<file path="config.mk">
export PLATFORM = sky130hd
export DESIGN_NAME = pcb_bridge
export DESIGN_NICKNAME = d
export VERILOG_FILES = /design/src/shared/pcb_pkg.sv /design/src/hw/pcb_bridge.sv
export SDC_FILE = /design/constraint.sdc
export NUM_CORES = 2
export LEC_CHECK = 0
export ABC_CLOCK_PERIOD_IN_PS = 4400
export BUFFER_PORTS_ARGS = -buffer_cell sky130_fd_sc_hd__buf_2
export CELL_PAD_IN_SITES_DETAIL_PLACEMENT = 1
export CELL_PAD_IN_SITES_GLOBAL_PLACEMENT = 1
export CORE_MARGIN = 2
export CORE_UTILIZATION = 52
export CTS_CLUSTER_DIAMETER = 80
export DETAILED_ROUTE_END_ITERATION = 8
export HOLD_SLACK_MARGIN = 0.05
export PLACE_DENSITY_LB_ADDON = 0.15
export SLEW_MARGIN = 20
export SYNTH_ARGS = -nofsm -noshare
export SYNTH_HDL_FRONTEND = slang
export SYNTH_SLANG_ARGS = --single-unit
</file>
<file path="constraint.sdc">
create_clock -name CLOCK_IN -period 4.4 [get_ports CLOCK_IN]
set_input_delay 0.66 -clock CLOCK_IN [delete_from_list [all_inputs] [get_ports CLOCK_IN]]
set_output_delay 0.66 -clock CLOCK_IN [all_outputs]
set_load 0.01 [all_outputs]
</file>
<file path="src/shared/pcb_pkg.sv">
// Package: constants for the card memory window bridge
package pcb_pkg;
    localparam int NUM_SLOTS = 2;
    localparam int NUM_WINS  = 5;
    localparam int SYS_AW    = 24;
    localparam int CARD_AW   = 26;
    localparam int PAGE_LSB  = 12;
    localparam int WAIT_W    = 2;
    localparam int SLOT_SPAN = 64;
    localparam int NUM_REGS  = 128;
    // Per-slot register offsets
    localparam logic [5:0] OFF_PWR    = 6'h02;
    localparam logic [5:0] OFF_IGC    = 6'h03;
    localparam logic [5:0] OFF_WIN_EN = 6'h06;
    localparam logic [5:0] OFF_VOLT   = 6'h17;
    localparam logic [5:0] OFF_WIN0   = 6'h10;
    localparam logic [5:0] WIN_STRIDE = 6'h08;
    // Byte positions inside one window block
    localparam int WB_STA_LO = 0;
    localparam int WB_STA_HI = 1;
    localparam int WB_STP_LO = 2;
    localparam int WB_STP_HI = 3;
    localparam int WB_OFF_LO = 4;
    localparam int WB_OFF_HI = 5;
    localparam int WB_COUNT  = 6;
    // Field positions
    localparam int STA_HI_WIDE = 7;
    localparam int STA_HI_ZWS  = 6;
    localparam int STA_HI_WAIT = 4;
    localparam int ADDR_HI_MSB = 3;
    localparam int OFF_HI_ATTR = 6;
    localparam int OFF_HI_MSB  = 5;
    localparam int IGC_MEM     = 5;
    localparam int SEL_LO      = 0;
    localparam int SEL_HI      = 1;
    // Host I/O ports and reset values
    localparam logic [15:0] IO_INDEX_PORT = 16'h03e0;
    localparam logic [15:0] IO_DATA_PORT  = 16'h03e1;
    localparam logic [7:0]  REG_RESET     = 8'h00;
    typedef enum logic [2:0] {
        ST_IDLE = 3'b001,
        ST_ACC  = 3'b010,
        ST_HOLD = 3'b100
    } pcb_state_t;
endpackage : pcb_pkg

</file>
<file path="src/hw/pcb_bridge.sv">
// Module: host bus to two-slot card memory window bridge
`timescale 1ns/1ps
module pcb_bridge (
    input  wire logic                         CLOCK_IN,
    input  wire logic                         ARST_N_IN,
    input  wire logic [pcb_pkg::SYS_AW-1:0]   SA_IN,
    input  wire logic                         SBHE_N_IN,
    input  wire logic                         MEMR_N_IN,
    input  wire logic                         MEMW_N_IN,
    input  wire logic                         IOR_N_IN,
    input  wire logic                         IOW_N_IN,
    input  wire logic                         AEN_IN,
    input  wire logic [7:0]                   SD_IN,
    input  wire logic [pcb_pkg::NUM_SLOTS-1:0] CARD_WAIT_N_IN,
    output logic      [7:0]                   SD_OUT,
    output logic                              SD_OE_N_OUT,
    output logic                              HOST_READY_OUT,
    output logic                              ZERO_WAIT_OUT,
    output logic      [pcb_pkg::CARD_AW-1:0]  CARD_ADDR_OUT,
    output logic [pcb_pkg::NUM_SLOTS-1:0] CARD_CE1_N_OUT,
    output logic [pcb_pkg::NUM_SLOTS-1:0] CARD_CE2_N_OUT,
    output logic [pcb_pkg::NUM_SLOTS-1:0] CARD_REG_N_OUT,
    output logic [pcb_pkg::NUM_SLOTS-1:0] CARD_OE_N_OUT,
    output logic [pcb_pkg::NUM_SLOTS-1:0] CARD_WE_N_OUT,
    output logic [pcb_pkg::NUM_SLOTS-1:0] CARD_SUPPLY_SEL_LO_OUT,
    output logic [pcb_pkg::NUM_SLOTS-1:0] CARD_SUPPLY_SEL_HI_OUT,
    output logic [pcb_pkg::NUM_SLOTS-1:0] PROG_VOLT_SEL_LO_OUT,
    output logic [pcb_pkg::NUM_SLOTS-1:0] PROG_VOLT_SEL_HI_OUT
);
    import pcb_pkg::*;

    localparam int SW = SYS_AW + 16;
    localparam logic [NUM_SLOTS-1:0] ALL_HI = '1;

    // ==========================================================
    // Input synchronisers
    // All pins are async to the bus clock; two flop stages, read from the second
    logic [SW-1:0] sync1_ff;
    logic [SW-1:0] sync2_ff;

    always_ff @(posedge CLOCK_IN or negedge ARST_N_IN) begin
        if (!ARST_N_IN) begin
            sync1_ff <= '1;
            sync2_ff <= '1;
        end else begin
            sync1_ff <= {SA_IN, SBHE_N_IN, MEMR_N_IN, MEMW_N_IN,
                         IOR_N_IN, IOW_N_IN, AEN_IN, SD_IN,
                         CARD_WAIT_N_IN};
            sync2_ff <= sync1_ff;
        end
    end

    logic [SYS_AW-1:0]    s_addr;
    logic                 s_sbhe_n;
    logic                 s_memr_n;
    logic                 s_memw_n;
    logic                 s_ior_n;
    logic                 s_iow_n;
    logic                 s_aen;
    logic [7:0]           s_sd;
    logic [NUM_SLOTS-1:0] s_wait_n;

    assign s_addr   = sync2_ff[SW-1 -: SYS_AW];
    assign s_sbhe_n = sync2_ff[15];
    assign s_memr_n = sync2_ff[14];
    assign s_memw_n = sync2_ff[13];
    assign s_ior_n  = sync2_ff[12];
    assign s_iow_n  = sync2_ff[11];
    assign s_aen    = sync2_ff[10];
    assign s_sd     = sync2_ff[9:2];
    assign s_wait_n = sync2_ff[1:0];

    // ==========================================================
    // Register file
    logic [7:0]  regs_ff [NUM_REGS];
    logic [7:0]  nxt_regs [NUM_REGS];
    logic [7:0]  idx_ff, nxt_idx;
    logic [15:0] lat_io_ff, nxt_lat_io;
    logic [7:0]  lat_data_ff, nxt_lat_data;
    logic        lat_ok_ff, nxt_lat_ok;
    logic        iow_d_ff, nxt_iow_d;
    logic [7:0]  sd_out_ff, nxt_sd_out;
    logic        sd_oe_n_ff, nxt_sd_oe_n;
    logic [NUM_SLOTS-1:0] sup_lo_ff, sup_hi_ff, vpp_lo_ff, vpp_hi_ff;
    logic [NUM_SLOTS-1:0] nxt_sup_lo, nxt_sup_hi;
    logic [NUM_SLOTS-1:0] nxt_vpp_lo, nxt_vpp_hi;
    logic        io_wr_end;
    logic        rd_hit;

    function automatic logic is_mapped(input logic [7:0] i);
        logic [5:0] o;
        int         w;
        o = i[5:0];
        w = int'(o) - int'(OFF_WIN0);
        // Indices 80h and up belong to a second chip, never aliased
        return !i[7] && ((o == OFF_PWR) || (o == OFF_IGC) ||
               (o == OFF_WIN_EN) || (o == OFF_VOLT) || (w >= 0 &&
               w < NUM_WINS * int'(WIN_STRIDE) &&
               (w % int'(WIN_STRIDE)) < WB_COUNT));
    endfunction : is_mapped

    function automatic logic [7:0] rg(input int s, input logic [5:0] o);
        return regs_ff[s * SLOT_SPAN + int'(o)];
    endfunction : rg

    function automatic logic [7:0] wb(input int s, input int w,
                                      input int b);
        return regs_ff[s * SLOT_SPAN + int'(OFF_WIN0) +
                       w * int'(WIN_STRIDE) + b];
    endfunction : wb

    // Address is taken while the strobe is low, written on release
    assign io_wr_end = !iow_d_ff && s_iow_n && lat_ok_ff;
    assign rd_hit    = !s_ior_n && !s_aen &&
                       (s_addr[15:1] == IO_INDEX_PORT[15:1]);

    always_comb begin
        nxt_regs     = regs_ff;
        nxt_idx      = idx_ff;
        nxt_iow_d    = s_iow_n;
        nxt_lat_io   = lat_io_ff;
        nxt_lat_data = lat_data_ff;
        nxt_lat_ok   = lat_ok_ff;
        if (!s_iow_n) begin
            nxt_lat_io   = s_addr[15:0];
            nxt_lat_data = s_sd;
            nxt_lat_ok   = !s_aen;
        end
        if (io_wr_end) begin
            nxt_lat_ok = 1'b0;
            if (lat_io_ff == IO_INDEX_PORT) begin
                nxt_idx = lat_data_ff;
            end else if (lat_io_ff == IO_DATA_PORT &&
                         is_mapped(idx_ff)) begin
                nxt_regs[idx_ff[6:0]] = lat_data_ff;
            end
        end
        nxt_sd_oe_n = !rd_hit;
        nxt_sd_out  = 8'h00;
        if (rd_hit) begin
            if (s_addr[0] == IO_INDEX_PORT[0]) begin
                nxt_sd_out = idx_ff;
            end else if (is_mapped(idx_ff)) begin
                nxt_sd_out = regs_ff[idx_ff[6:0]];
            end
        end
        for (int s = 0; s < NUM_SLOTS; s++) begin
            nxt_sup_lo[s] = regs_ff[s * SLOT_SPAN + int'(OFF_VOLT)][SEL_LO];
            nxt_sup_hi[s] = regs_ff[s * SLOT_SPAN + int'(OFF_VOLT)][SEL_HI];
            nxt_vpp_lo[s] = regs_ff[s * SLOT_SPAN + int'(OFF_PWR)][SEL_LO];
            nxt_vpp_hi[s] = regs_ff[s * SLOT_SPAN + int'(OFF_PWR)][SEL_HI];
        end
    end

    always_ff @(posedge CLOCK_IN or negedge ARST_N_IN) begin
        if (!ARST_N_IN) begin
            for (int i = 0; i < NUM_REGS; i++) begin
                regs_ff[i] <= REG_RESET;
            end
            idx_ff      <= 8'h00;
            lat_io_ff   <= 16'h0000;
            lat_data_ff <= 8'h00;
            lat_ok_ff   <= 1'b0;
            iow_d_ff    <= 1'b1;
            sd_out_ff   <= 8'h00;
            sd_oe_n_ff  <= 1'b1;
            sup_lo_ff   <= '0;
            sup_hi_ff   <= '0;
            vpp_lo_ff   <= '0;
            vpp_hi_ff   <= '0;
        end else begin
            regs_ff     <= nxt_regs;
            idx_ff      <= nxt_idx;
            lat_io_ff   <= nxt_lat_io;
            lat_data_ff <= nxt_lat_data;
            lat_ok_ff   <= nxt_lat_ok;
            iow_d_ff    <= nxt_iow_d;
            sd_out_ff   <= nxt_sd_out;
            sd_oe_n_ff  <= nxt_sd_oe_n;
            sup_lo_ff   <= nxt_sup_lo;
            sup_hi_ff   <= nxt_sup_hi;
            vpp_lo_ff   <= nxt_vpp_lo;
            vpp_hi_ff   <= nxt_vpp_hi;
        end
    end

    // ==========================================================
    // Window decode
    logic                    hit;
    logic [0:0]              hs;
    logic [13:0]             hpage;
    logic [7:0]              hsta_hi;
    logic                    hattr;

    // 12-bit page compare gives 4KB steps over 16MB
    always_comb begin
        logic [11:0] pg;
        logic [11:0] sta;
        logic [11:0] stp;
        logic [7:0]  oh;
        logic [7:0]  sh;
        logic [7:0]  ph;
        logic [7:0]  en;
        logic [7:0]  gc;
        pg      = s_addr[SYS_AW-1:PAGE_LSB];
        sta     = 12'h000;
        stp     = 12'h000;
        oh      = 8'h00;
        sh      = 8'h00;
        ph      = 8'h00;
        en      = 8'h00;
        gc      = 8'h00;
        hit     = 1'b0;
        hs      = 1'b0;
        hpage   = 14'h0000;
        hsta_hi = 8'h00;
        hattr   = 1'b0;
        // Lowest slot and window win; loops run downward
        for (int s = NUM_SLOTS - 1; s >= 0; s--) begin
            for (int w = NUM_WINS - 1; w >= 0; w--) begin
                sh  = wb(s, w, WB_STA_HI);
                ph  = wb(s, w, WB_STP_HI);
                en  = rg(s, OFF_WIN_EN);
                gc  = rg(s, OFF_IGC);
                sta = {sh[ADDR_HI_MSB:0], wb(s, w, WB_STA_LO)};
                stp = {ph[ADDR_HI_MSB:0], wb(s, w, WB_STP_LO)};
                oh  = wb(s, w, WB_OFF_HI);
                if (en[w] && pg >= sta && pg <= stp) begin
                    hit     = 1'b1;
                    hs      = 1'(s);
                    // Card page is system page plus offset
                    hpage   = 14'(pg) + {oh[OFF_HI_MSB:0],
                                         wb(s, w, WB_OFF_LO)};
                    hsta_hi = sh;
                    hattr   = oh[OFF_HI_ATTR] & gc[IGC_MEM];
                end
            end
        end
    end

    // ==========================================================
    // Card cycle
    pcb_state_t           st_ff, nxt_st;
    logic [0:0]           slot_ff, nxt_slot;
    logic [WAIT_W-1:0]    cnt_ff, nxt_cnt;
    logic                 zws_ff, nxt_zws;
    logic                 wide_ff, nxt_wide;
    logic                 hbe_ff, nxt_hbe;
    logic                 ready_ff, nxt_ready;
    logic                 zw_ff, nxt_zw;
    logic [CARD_AW-1:0]   caddr_ff, nxt_caddr;
    logic [NUM_SLOTS-1:0] ce1_ff, ce2_ff, reg_ff, oe_ff, we_ff;
    logic [NUM_SLOTS-1:0] nxt_ce1, nxt_ce2, nxt_reg, nxt_oe, nxt_we;
    logic                 mem_cmd;

    assign mem_cmd = (!s_memr_n || !s_memw_n) && !s_aen;

    always_comb begin
        nxt_st    = st_ff;
        nxt_slot  = slot_ff;
        nxt_cnt   = cnt_ff;
        nxt_zws   = zws_ff;
        nxt_wide  = wide_ff;
        nxt_hbe   = hbe_ff;
        nxt_caddr = caddr_ff;
        nxt_ce1   = ce1_ff;
        nxt_ce2   = ce2_ff;
        nxt_reg   = reg_ff;
        nxt_oe    = oe_ff;
        nxt_we    = we_ff;
        case (st_ff)
            ST_IDLE: begin
                // No card strobe without a window hit
                if (mem_cmd && hit) begin
                    nxt_st    = ST_ACC;
                    nxt_slot  = hs;
                    // 26-bit card address, 64M per region
                    nxt_caddr = {hpage, s_addr[PAGE_LSB-1:0]};
                    nxt_wide  = hsta_hi[STA_HI_WIDE];
                    // SBHE low marks a 16-bit host cycle
                    nxt_hbe   = !s_sbhe_n;
                    nxt_zws   = hsta_hi[STA_HI_ZWS];
                    // Extra waits from start high byte
                    nxt_cnt   = hsta_hi[STA_HI_ZWS] ? '0 :
                        hsta_hi[STA_HI_WAIT +: WAIT_W];
                    nxt_ce1   = ALL_HI;
                    nxt_ce2   = ALL_HI;
                    // Enables from width bit, SBHE and A0
                    if (hsta_hi[STA_HI_WIDE] && !s_sbhe_n) begin
                        nxt_ce1[hs] = 1'b0;
                        nxt_ce2[hs] = 1'b0;
                    end else if (hsta_hi[STA_HI_WIDE]) begin
                        nxt_ce1[hs] = s_addr[0];
                        nxt_ce2[hs] = !s_addr[0];
                    end else begin
                        nxt_ce1[hs] = 1'b0;
                    end
                    nxt_reg     = ALL_HI;
                    nxt_reg[hs] = !hattr;
                    nxt_oe      = ALL_HI;
                    nxt_we      = ALL_HI;
                    nxt_oe[hs]  = s_memr_n;
                    nxt_we[hs]  = s_memw_n;
                end else if (mem_cmd) begin
                    // Miss: sit out this command, no late decode
                    nxt_st = ST_HOLD;
                end
            end
            ST_ACC: begin
                if (cnt_ff != '0) begin
                    nxt_cnt = cnt_ff - 1'b1;
                end
                if (!mem_cmd) begin
                    nxt_st  = ST_IDLE;
                    nxt_cnt = '0;
                    nxt_zws = 1'b0;
                    nxt_ce1 = ALL_HI;
                    nxt_ce2 = ALL_HI;
                    nxt_reg = ALL_HI;
                    nxt_oe  = ALL_HI;
                    nxt_we  = ALL_HI;
                end
            end
            ST_HOLD: begin
                if (!mem_cmd) begin
                    nxt_st = ST_IDLE;
                end
            end
            default: begin
                nxt_st = ST_IDLE;
            end
        endcase
        // Card WAIT and counted waits hold ready low
        nxt_ready = !(nxt_st == ST_ACC &&
                      (nxt_cnt != '0 || !s_wait_n[nxt_slot]));
        nxt_zw    = (nxt_st == ST_ACC) && nxt_zws;
    end

    always_ff @(posedge CLOCK_IN or negedge ARST_N_IN) begin
        if (!ARST_N_IN) begin
            st_ff    <= ST_IDLE;
            slot_ff  <= 1'b0;
            cnt_ff   <= '0;
            zws_ff   <= 1'b0;
            wide_ff  <= 1'b0;
            hbe_ff   <= 1'b0;
            ready_ff <= 1'b1;
            zw_ff    <= 1'b0;
            caddr_ff <= '0;
            ce1_ff   <= '1;
            ce2_ff   <= '1;
            reg_ff   <= '1;
            oe_ff    <= '1;
            we_ff    <= '1;
        end else begin
            st_ff    <= nxt_st;
            slot_ff  <= nxt_slot;
            cnt_ff   <= nxt_cnt;
            zws_ff   <= nxt_zws;
            wide_ff  <= nxt_wide;
            hbe_ff   <= nxt_hbe;
            ready_ff <= nxt_ready;
            zw_ff    <= nxt_zw;
            caddr_ff <= nxt_caddr;
            ce1_ff   <= nxt_ce1;
            ce2_ff   <= nxt_ce2;
            reg_ff   <= nxt_reg;
            oe_ff    <= nxt_oe;
            we_ff    <= nxt_we;
        end
    end

    // Host side and two card slots driven from flops
    assign SD_OUT                 = sd_out_ff;
    assign SD_OE_N_OUT            = sd_oe_n_ff;
    assign HOST_READY_OUT         = ready_ff;
    assign ZERO_WAIT_OUT          = zw_ff;
    assign CARD_ADDR_OUT          = caddr_ff;
    assign CARD_CE1_N_OUT         = ce1_ff;
    assign CARD_CE2_N_OUT         = ce2_ff;
    assign CARD_REG_N_OUT         = reg_ff;
    assign CARD_OE_N_OUT          = oe_ff;
    assign CARD_WE_N_OUT          = we_ff;
    assign CARD_SUPPLY_SEL_LO_OUT = sup_lo_ff;
    assign CARD_SUPPLY_SEL_HI_OUT = sup_hi_ff;
    assign PROG_VOLT_SEL_LO_OUT   = vpp_lo_ff;
    assign PROG_VOLT_SEL_HI_OUT   = vpp_hi_ff;

    // ==========================================================
    // Assertions
    a_supply_follow: assert property (@(posedge CLOCK_IN)
        disable iff (!ARST_N_IN)
        CARD_SUPPLY_SEL_HI_OUT[1] ==
            $past(regs_ff[SLOT_SPAN + int'(OFF_VOLT)][SEL_HI]))
        else $error("supply select does not track register");
    a_vpp_follow: assert property (@(posedge CLOCK_IN)
        disable iff (!ARST_N_IN)
        PROG_VOLT_SEL_LO_OUT[0] == $past(regs_ff[int'(OFF_PWR)][SEL_LO]))
        else $error("vpp select does not track register");
    a_idle_no_ce: assert property (@(posedge CLOCK_IN)
        disable iff (!ARST_N_IN)
        st_ff != ST_ACC |-> (&CARD_CE1_N_OUT) && (&CARD_CE2_N_OUT))
        else $error("card enabled outside a window hit");
    a_miss_stays: assert property (@(posedge CLOCK_IN)
        disable iff (!ARST_N_IN)
        st_ff == ST_IDLE && mem_cmd && !hit |=> st_ff == ST_HOLD)
        else $error("access started without a hit");
    a_ce_wide_pair: assert property (@(posedge CLOCK_IN)
        disable iff (!ARST_N_IN)
        st_ff == ST_ACC && wide_ff && hbe_ff |->
            !CARD_CE1_N_OUT[slot_ff] && !CARD_CE2_N_OUT[slot_ff])
        else $error("16-bit access lacks both enables");
    a_wait_ready: assert property (@(posedge CLOCK_IN)
        disable iff (!ARST_N_IN)
        st_ff == ST_ACC && mem_cmd && !s_wait_n[slot_ff]
            |=> !HOST_READY_OUT)
        else $error("card wait did not stall host");
    a_extra_waits: assert property (@(posedge CLOCK_IN)
        disable iff (!ARST_N_IN)
        st_ff == ST_ACC && cnt_ff != '0 |-> !HOST_READY_OUT)
        else $error("ready high during counted waits");
    a_zero_wait: assert property (@(posedge CLOCK_IN)
        disable iff (!ARST_N_IN)
        st_ff == ST_ACC && zws_ff |-> ZERO_WAIT_OUT && cnt_ff == '0)
        else $error("zero-wait window not reported");
    a_index_write: assert property (@(posedge CLOCK_IN)
        disable iff (!ARST_N_IN)
        io_wr_end && lat_io_ff == IO_INDEX_PORT
            |=> idx_ff == $past(lat_data_ff))
        else $error("index port write lost");
endmodule : pcb_bridge

</file>
==> parameters.txt <==
Parameter                              Value

Outcome
  Run status ... complete, no violations

Logic synthesis
  Number of storage elements in the synthesis netlist ... 1200
  Mean instance size in the synthesized netlist ... between 10 and 15 um^2
  Post-synthesis cell area ... 0.0601 mm^2
  Fraction of synthesized cell area taken by the top area cell type ... between 40% and 50%
  Ys async rst share ... between 90% and 100%
  Yosys warning total ... 0
  Count of different cell masters after synthesis ... about 90
  Ys flop type ... dfrtp_1
  Post-synth top cells ... 1106 x dfrtp_1, 633 x clkbuf_1, 406 x mux2_2
  Most instantiated library cell after synthesis ... dfrtp_1
  Leading post-synthesis cells by cell area ... dfrtp_1 46%, mux2_2 7.6%, ha_1 7.5%, mux4_2 6.0%, dfstp_2 4.1%
  Seq/Total Area, Yosys ... about 50%
  Count of flip-flops with a built-in enable after synthesis ... 0
  Number of standard cells after synthesis ... around 5400
  Cell accounting for the most synthesized area ... dfrtp_1
  Net count after synthesis ... 5837

Timing
  Post-route clock period utilization ... a little over nine tenths
  Setup repair after global routing missed its margin ... false
  Highest achievable clock rate ... 0.233 GHz
  Number of pins exceeding their max-slew limit in the final report ... 0
  Hold violation count in the final report ... 0
  Relative slew margins ... between 20% and 30%
  Final setup skew ... 0.0440 ns
  Minimum clock period after layout ... about 4.3 ns
  Actual slew at the worst max-slew pin ... approximately 1.1 ns
  Setup TNS ... 0 ns
  Final setup vio count ... 0

Routing
  Routed length per placed instance ... 32.5 um
  Via density per instance ... 6.42
  Final antenna-violating net count ... 0
  DRT Pass-1 Iters ... 6
  Vias after detailed routing ... 44000
  Violation count after the first detailed-route iteration ... 3864
  # DRC ... 0
  Final wirelength ... approximately 220 mm

Layout
  Final design instance area without fill ... 0.0673 mm^2
  Final nets ... ~5600
  Fill cell total of the finished layout ... ~12000
  Fraction of final layout cells sized beyond drive strength 1 ... 24.6%
  Layout area overhead ... 12.0%

Clock network
  CTS tree ... yes
  Clk sink count ... between 1000 and 1500
  CTS Buffer Depth ... 3
  Clock-pin slew on the worst setup and hold paths ... approximately 0.070 ns
  TritonCTS Buffers ... between 100 and 150
  Latest clock arrival within the worst-skew pair ... between 0.8 and 0.9 ns
  Root Buffer ... clkbuf_16
  Post-CTS setup buffers ... 0
  Max H-tree Level ... 4

Floorplan
  Number of top-level pins ... 97
  Area of the die ... between 0.1 and 0.15 mm^2
  Die Y ... 344 um
  Standard-cell rows ... between 100 and 150
  Die outline width ... between 300 and 400 um
  Starting utilization of the core area ... 52.5%
  Floorplan Core Area ... about 0.11 mm^2

Place
  Last weighted congestion value of the routability-driven placer ... roughly 1.0
  Post-detailed-placement cell area ... about 0.062 mm^2
  Port buffer count ... 96
  Half-perimeter wire length after detailed placement ... roughly 160 mm

Power and ir drop
  Worst vdd ir ... 0.524 mV
  Leak pwr ... about 31 nW
  Power per standard cell area ... 362 mW/mm^2

Global routing
  Met3 track utilization from global routing ... approximately 8.5%
  Global-route wire length before repair ... roughly 330 mm
  GRT met2 Usage ... slightly below 60%
  Initial antenna violation count ... 17
  Maximum number of pins on one net before global-route repair ... 114
  M1 GR Usage ... between 50% and 60%
  Leftover overflow at the end of global routing ... 0
  Vias in the first global route ... roughly 47000
  GR peak layer ... met2
  GR Util All Layers ... between 30% and 40%

Worst setup path
  CP required ... 5.07 ns
  Worst Path Class, Setup ... reg2reg
  Top fanout value on the critical path ... 5
  Worst EP arrival ... between 4 and 5 ns
  Startpoint Class ... register
  Reg-to-reg slack, setup ... between 0.09 and 0.1 ns
  Critical path capture point type ... register

Min path
  Class of the tightest hold or removal check ... reg2reg

Flow run
  # Max-Cap Violations ... 0
[worst max-delay path, stage by stage (launching register included)]
cell and delay [ns]:
dfstp_2 0.75, ha_1 0.32, nor2b_1 0.14, o211ai_1 0.15, a21oi_1 0.09, o31a_1 0.36, o311ai_0 0.97, buf_4 0.30
o221ai_1 0.19, a211oi_1 0.47, o211ai_1 0.21, a22o_1 0.22
[power breakdown]
part | switching [mW] | total [mW] | leakage (nW) | internal [mW]
clock network | 4.98 | 11.8 | 2.24 | 6.78
logic | 0.870 | 1.25 | 12.5 | 0.376
registers | 0.179 | 11.3 | 16.4 | 11.1
[registers in the layout, summed over array words and instances, names as in the netlist, 3 cells and up]
name           cells
regs_ff         1016
SD_OUT             8
lat_io_ff         16
sync2_ff          40
idx_ff             8
CARD_ADDR_OUT     26
st_ff              3
sync1_ff          40
lat_data_ff        8
[path summary, 6_finish.rpt]
kind | startpoint | to | cells after the start
max reg2reg | sync2_ff[29] | CARD_ADDR_OUT[19] | 11
min | sync1_ff[2] | sync2_ff[2] | 0
max | sync2_ff[29] | CARD_ADDR_OUT[19] | 11
min reg2reg | sync1_ff[2] | sync2_ff[2] | 0
max in group asynchronous | ARST_N_IN | regs_ff[911] | 3
min in group asynchronous | ARST_N_IN | regs_ff[611] | 2
[cells by family (layout without fill, tap and decap cells)]
| group | Yosys count | after routing | share of synthesized area, % |
|---|---|---|---|
| mux | 604 | 604 | 14.2 |
| buf+inv | 1026 | 940 | 6.69 |
| simple gates | 968 | 968 | 7.43 |
| flops | 1200 | 1200 | 50.2 |
| xor+xnor | 101 | 101 | 1.47 |
| fa+ha+maj | 370 | 370 | 7.83 |
| compound gates | 1156 | 1156 | 12.2 |
| other cells | 0 | 1 | 0 |
[layer usage]
metal / vias to the layer above / wire, um
met5: - / 110
met4: 18 / 13800
met3: 575 / 16800
met2: 1709 / 100000
met1: 23000 / 91900
li1: 18700 / -
[placed cells by master, fill, tap and decap left out, drive strengths merged, types with 39 or more instances in the layout]
cell | netlist | routed
dfstp | 94 | 94
nand2b | 43 | 43
mux2 | 406 | 406
nor2 | 215 | 215
a21oi | 200 | 200
nand3 | 57 | 57
mux4 | 159 | 159
ha | 360 | 360
o22ai | 210 | 210
dfrtp | 1106 | 1106
nand2 | 385 | 385
mux2i | 39 | 39
xnor2 | 68 | 68
buf | 109 | 371
dlygate4sd3 | 0 | 41
nor3 | 73 | 73
o21ai | 363 | 363
clkbuf | 633 | 190
inv | 284 | 290
[through the flow]
stage	cells	worst slack (ns)	hold WS (ns)	util (%)	power (mW)
4_1_cts	6851	0.0308	0.345	58.7	24.5
6_report	6852	0.0996	0.350	58.7	24.3
2_1_floorplan	5425	0.918	0.345	-	11.9
3_5_place_dp	6566	0.100	0.347	54.3	12.7
3_3_place_gp	6566	0.163	0.345	54.3	12.7
5_1_grt	6851	0.0274	0.359	58.7	25.0
[area by class of cell]
class	instances	area (um^2)	area share [%]
multi-input combinational	3199	26000	38.6
sequential	1200	30200	44.9
antenna	1	2.50	0.00372
inverter	284	1070	1.58
clock inverter	54	767	1.14
tap	1512	1890	2.81
clock buffer	190	3880	5.76
timing repair buffer	412	3500	5.20
[repair_timing]
item                                    4_1_cts  5_1_grt
endpoints found under the setup margin        0       17
hold buffers                                 41        0
hold endpoints to repair                    124        0
gates resized for setup                       0       10
Note: power is estimated with default switching activity, not from simulation.
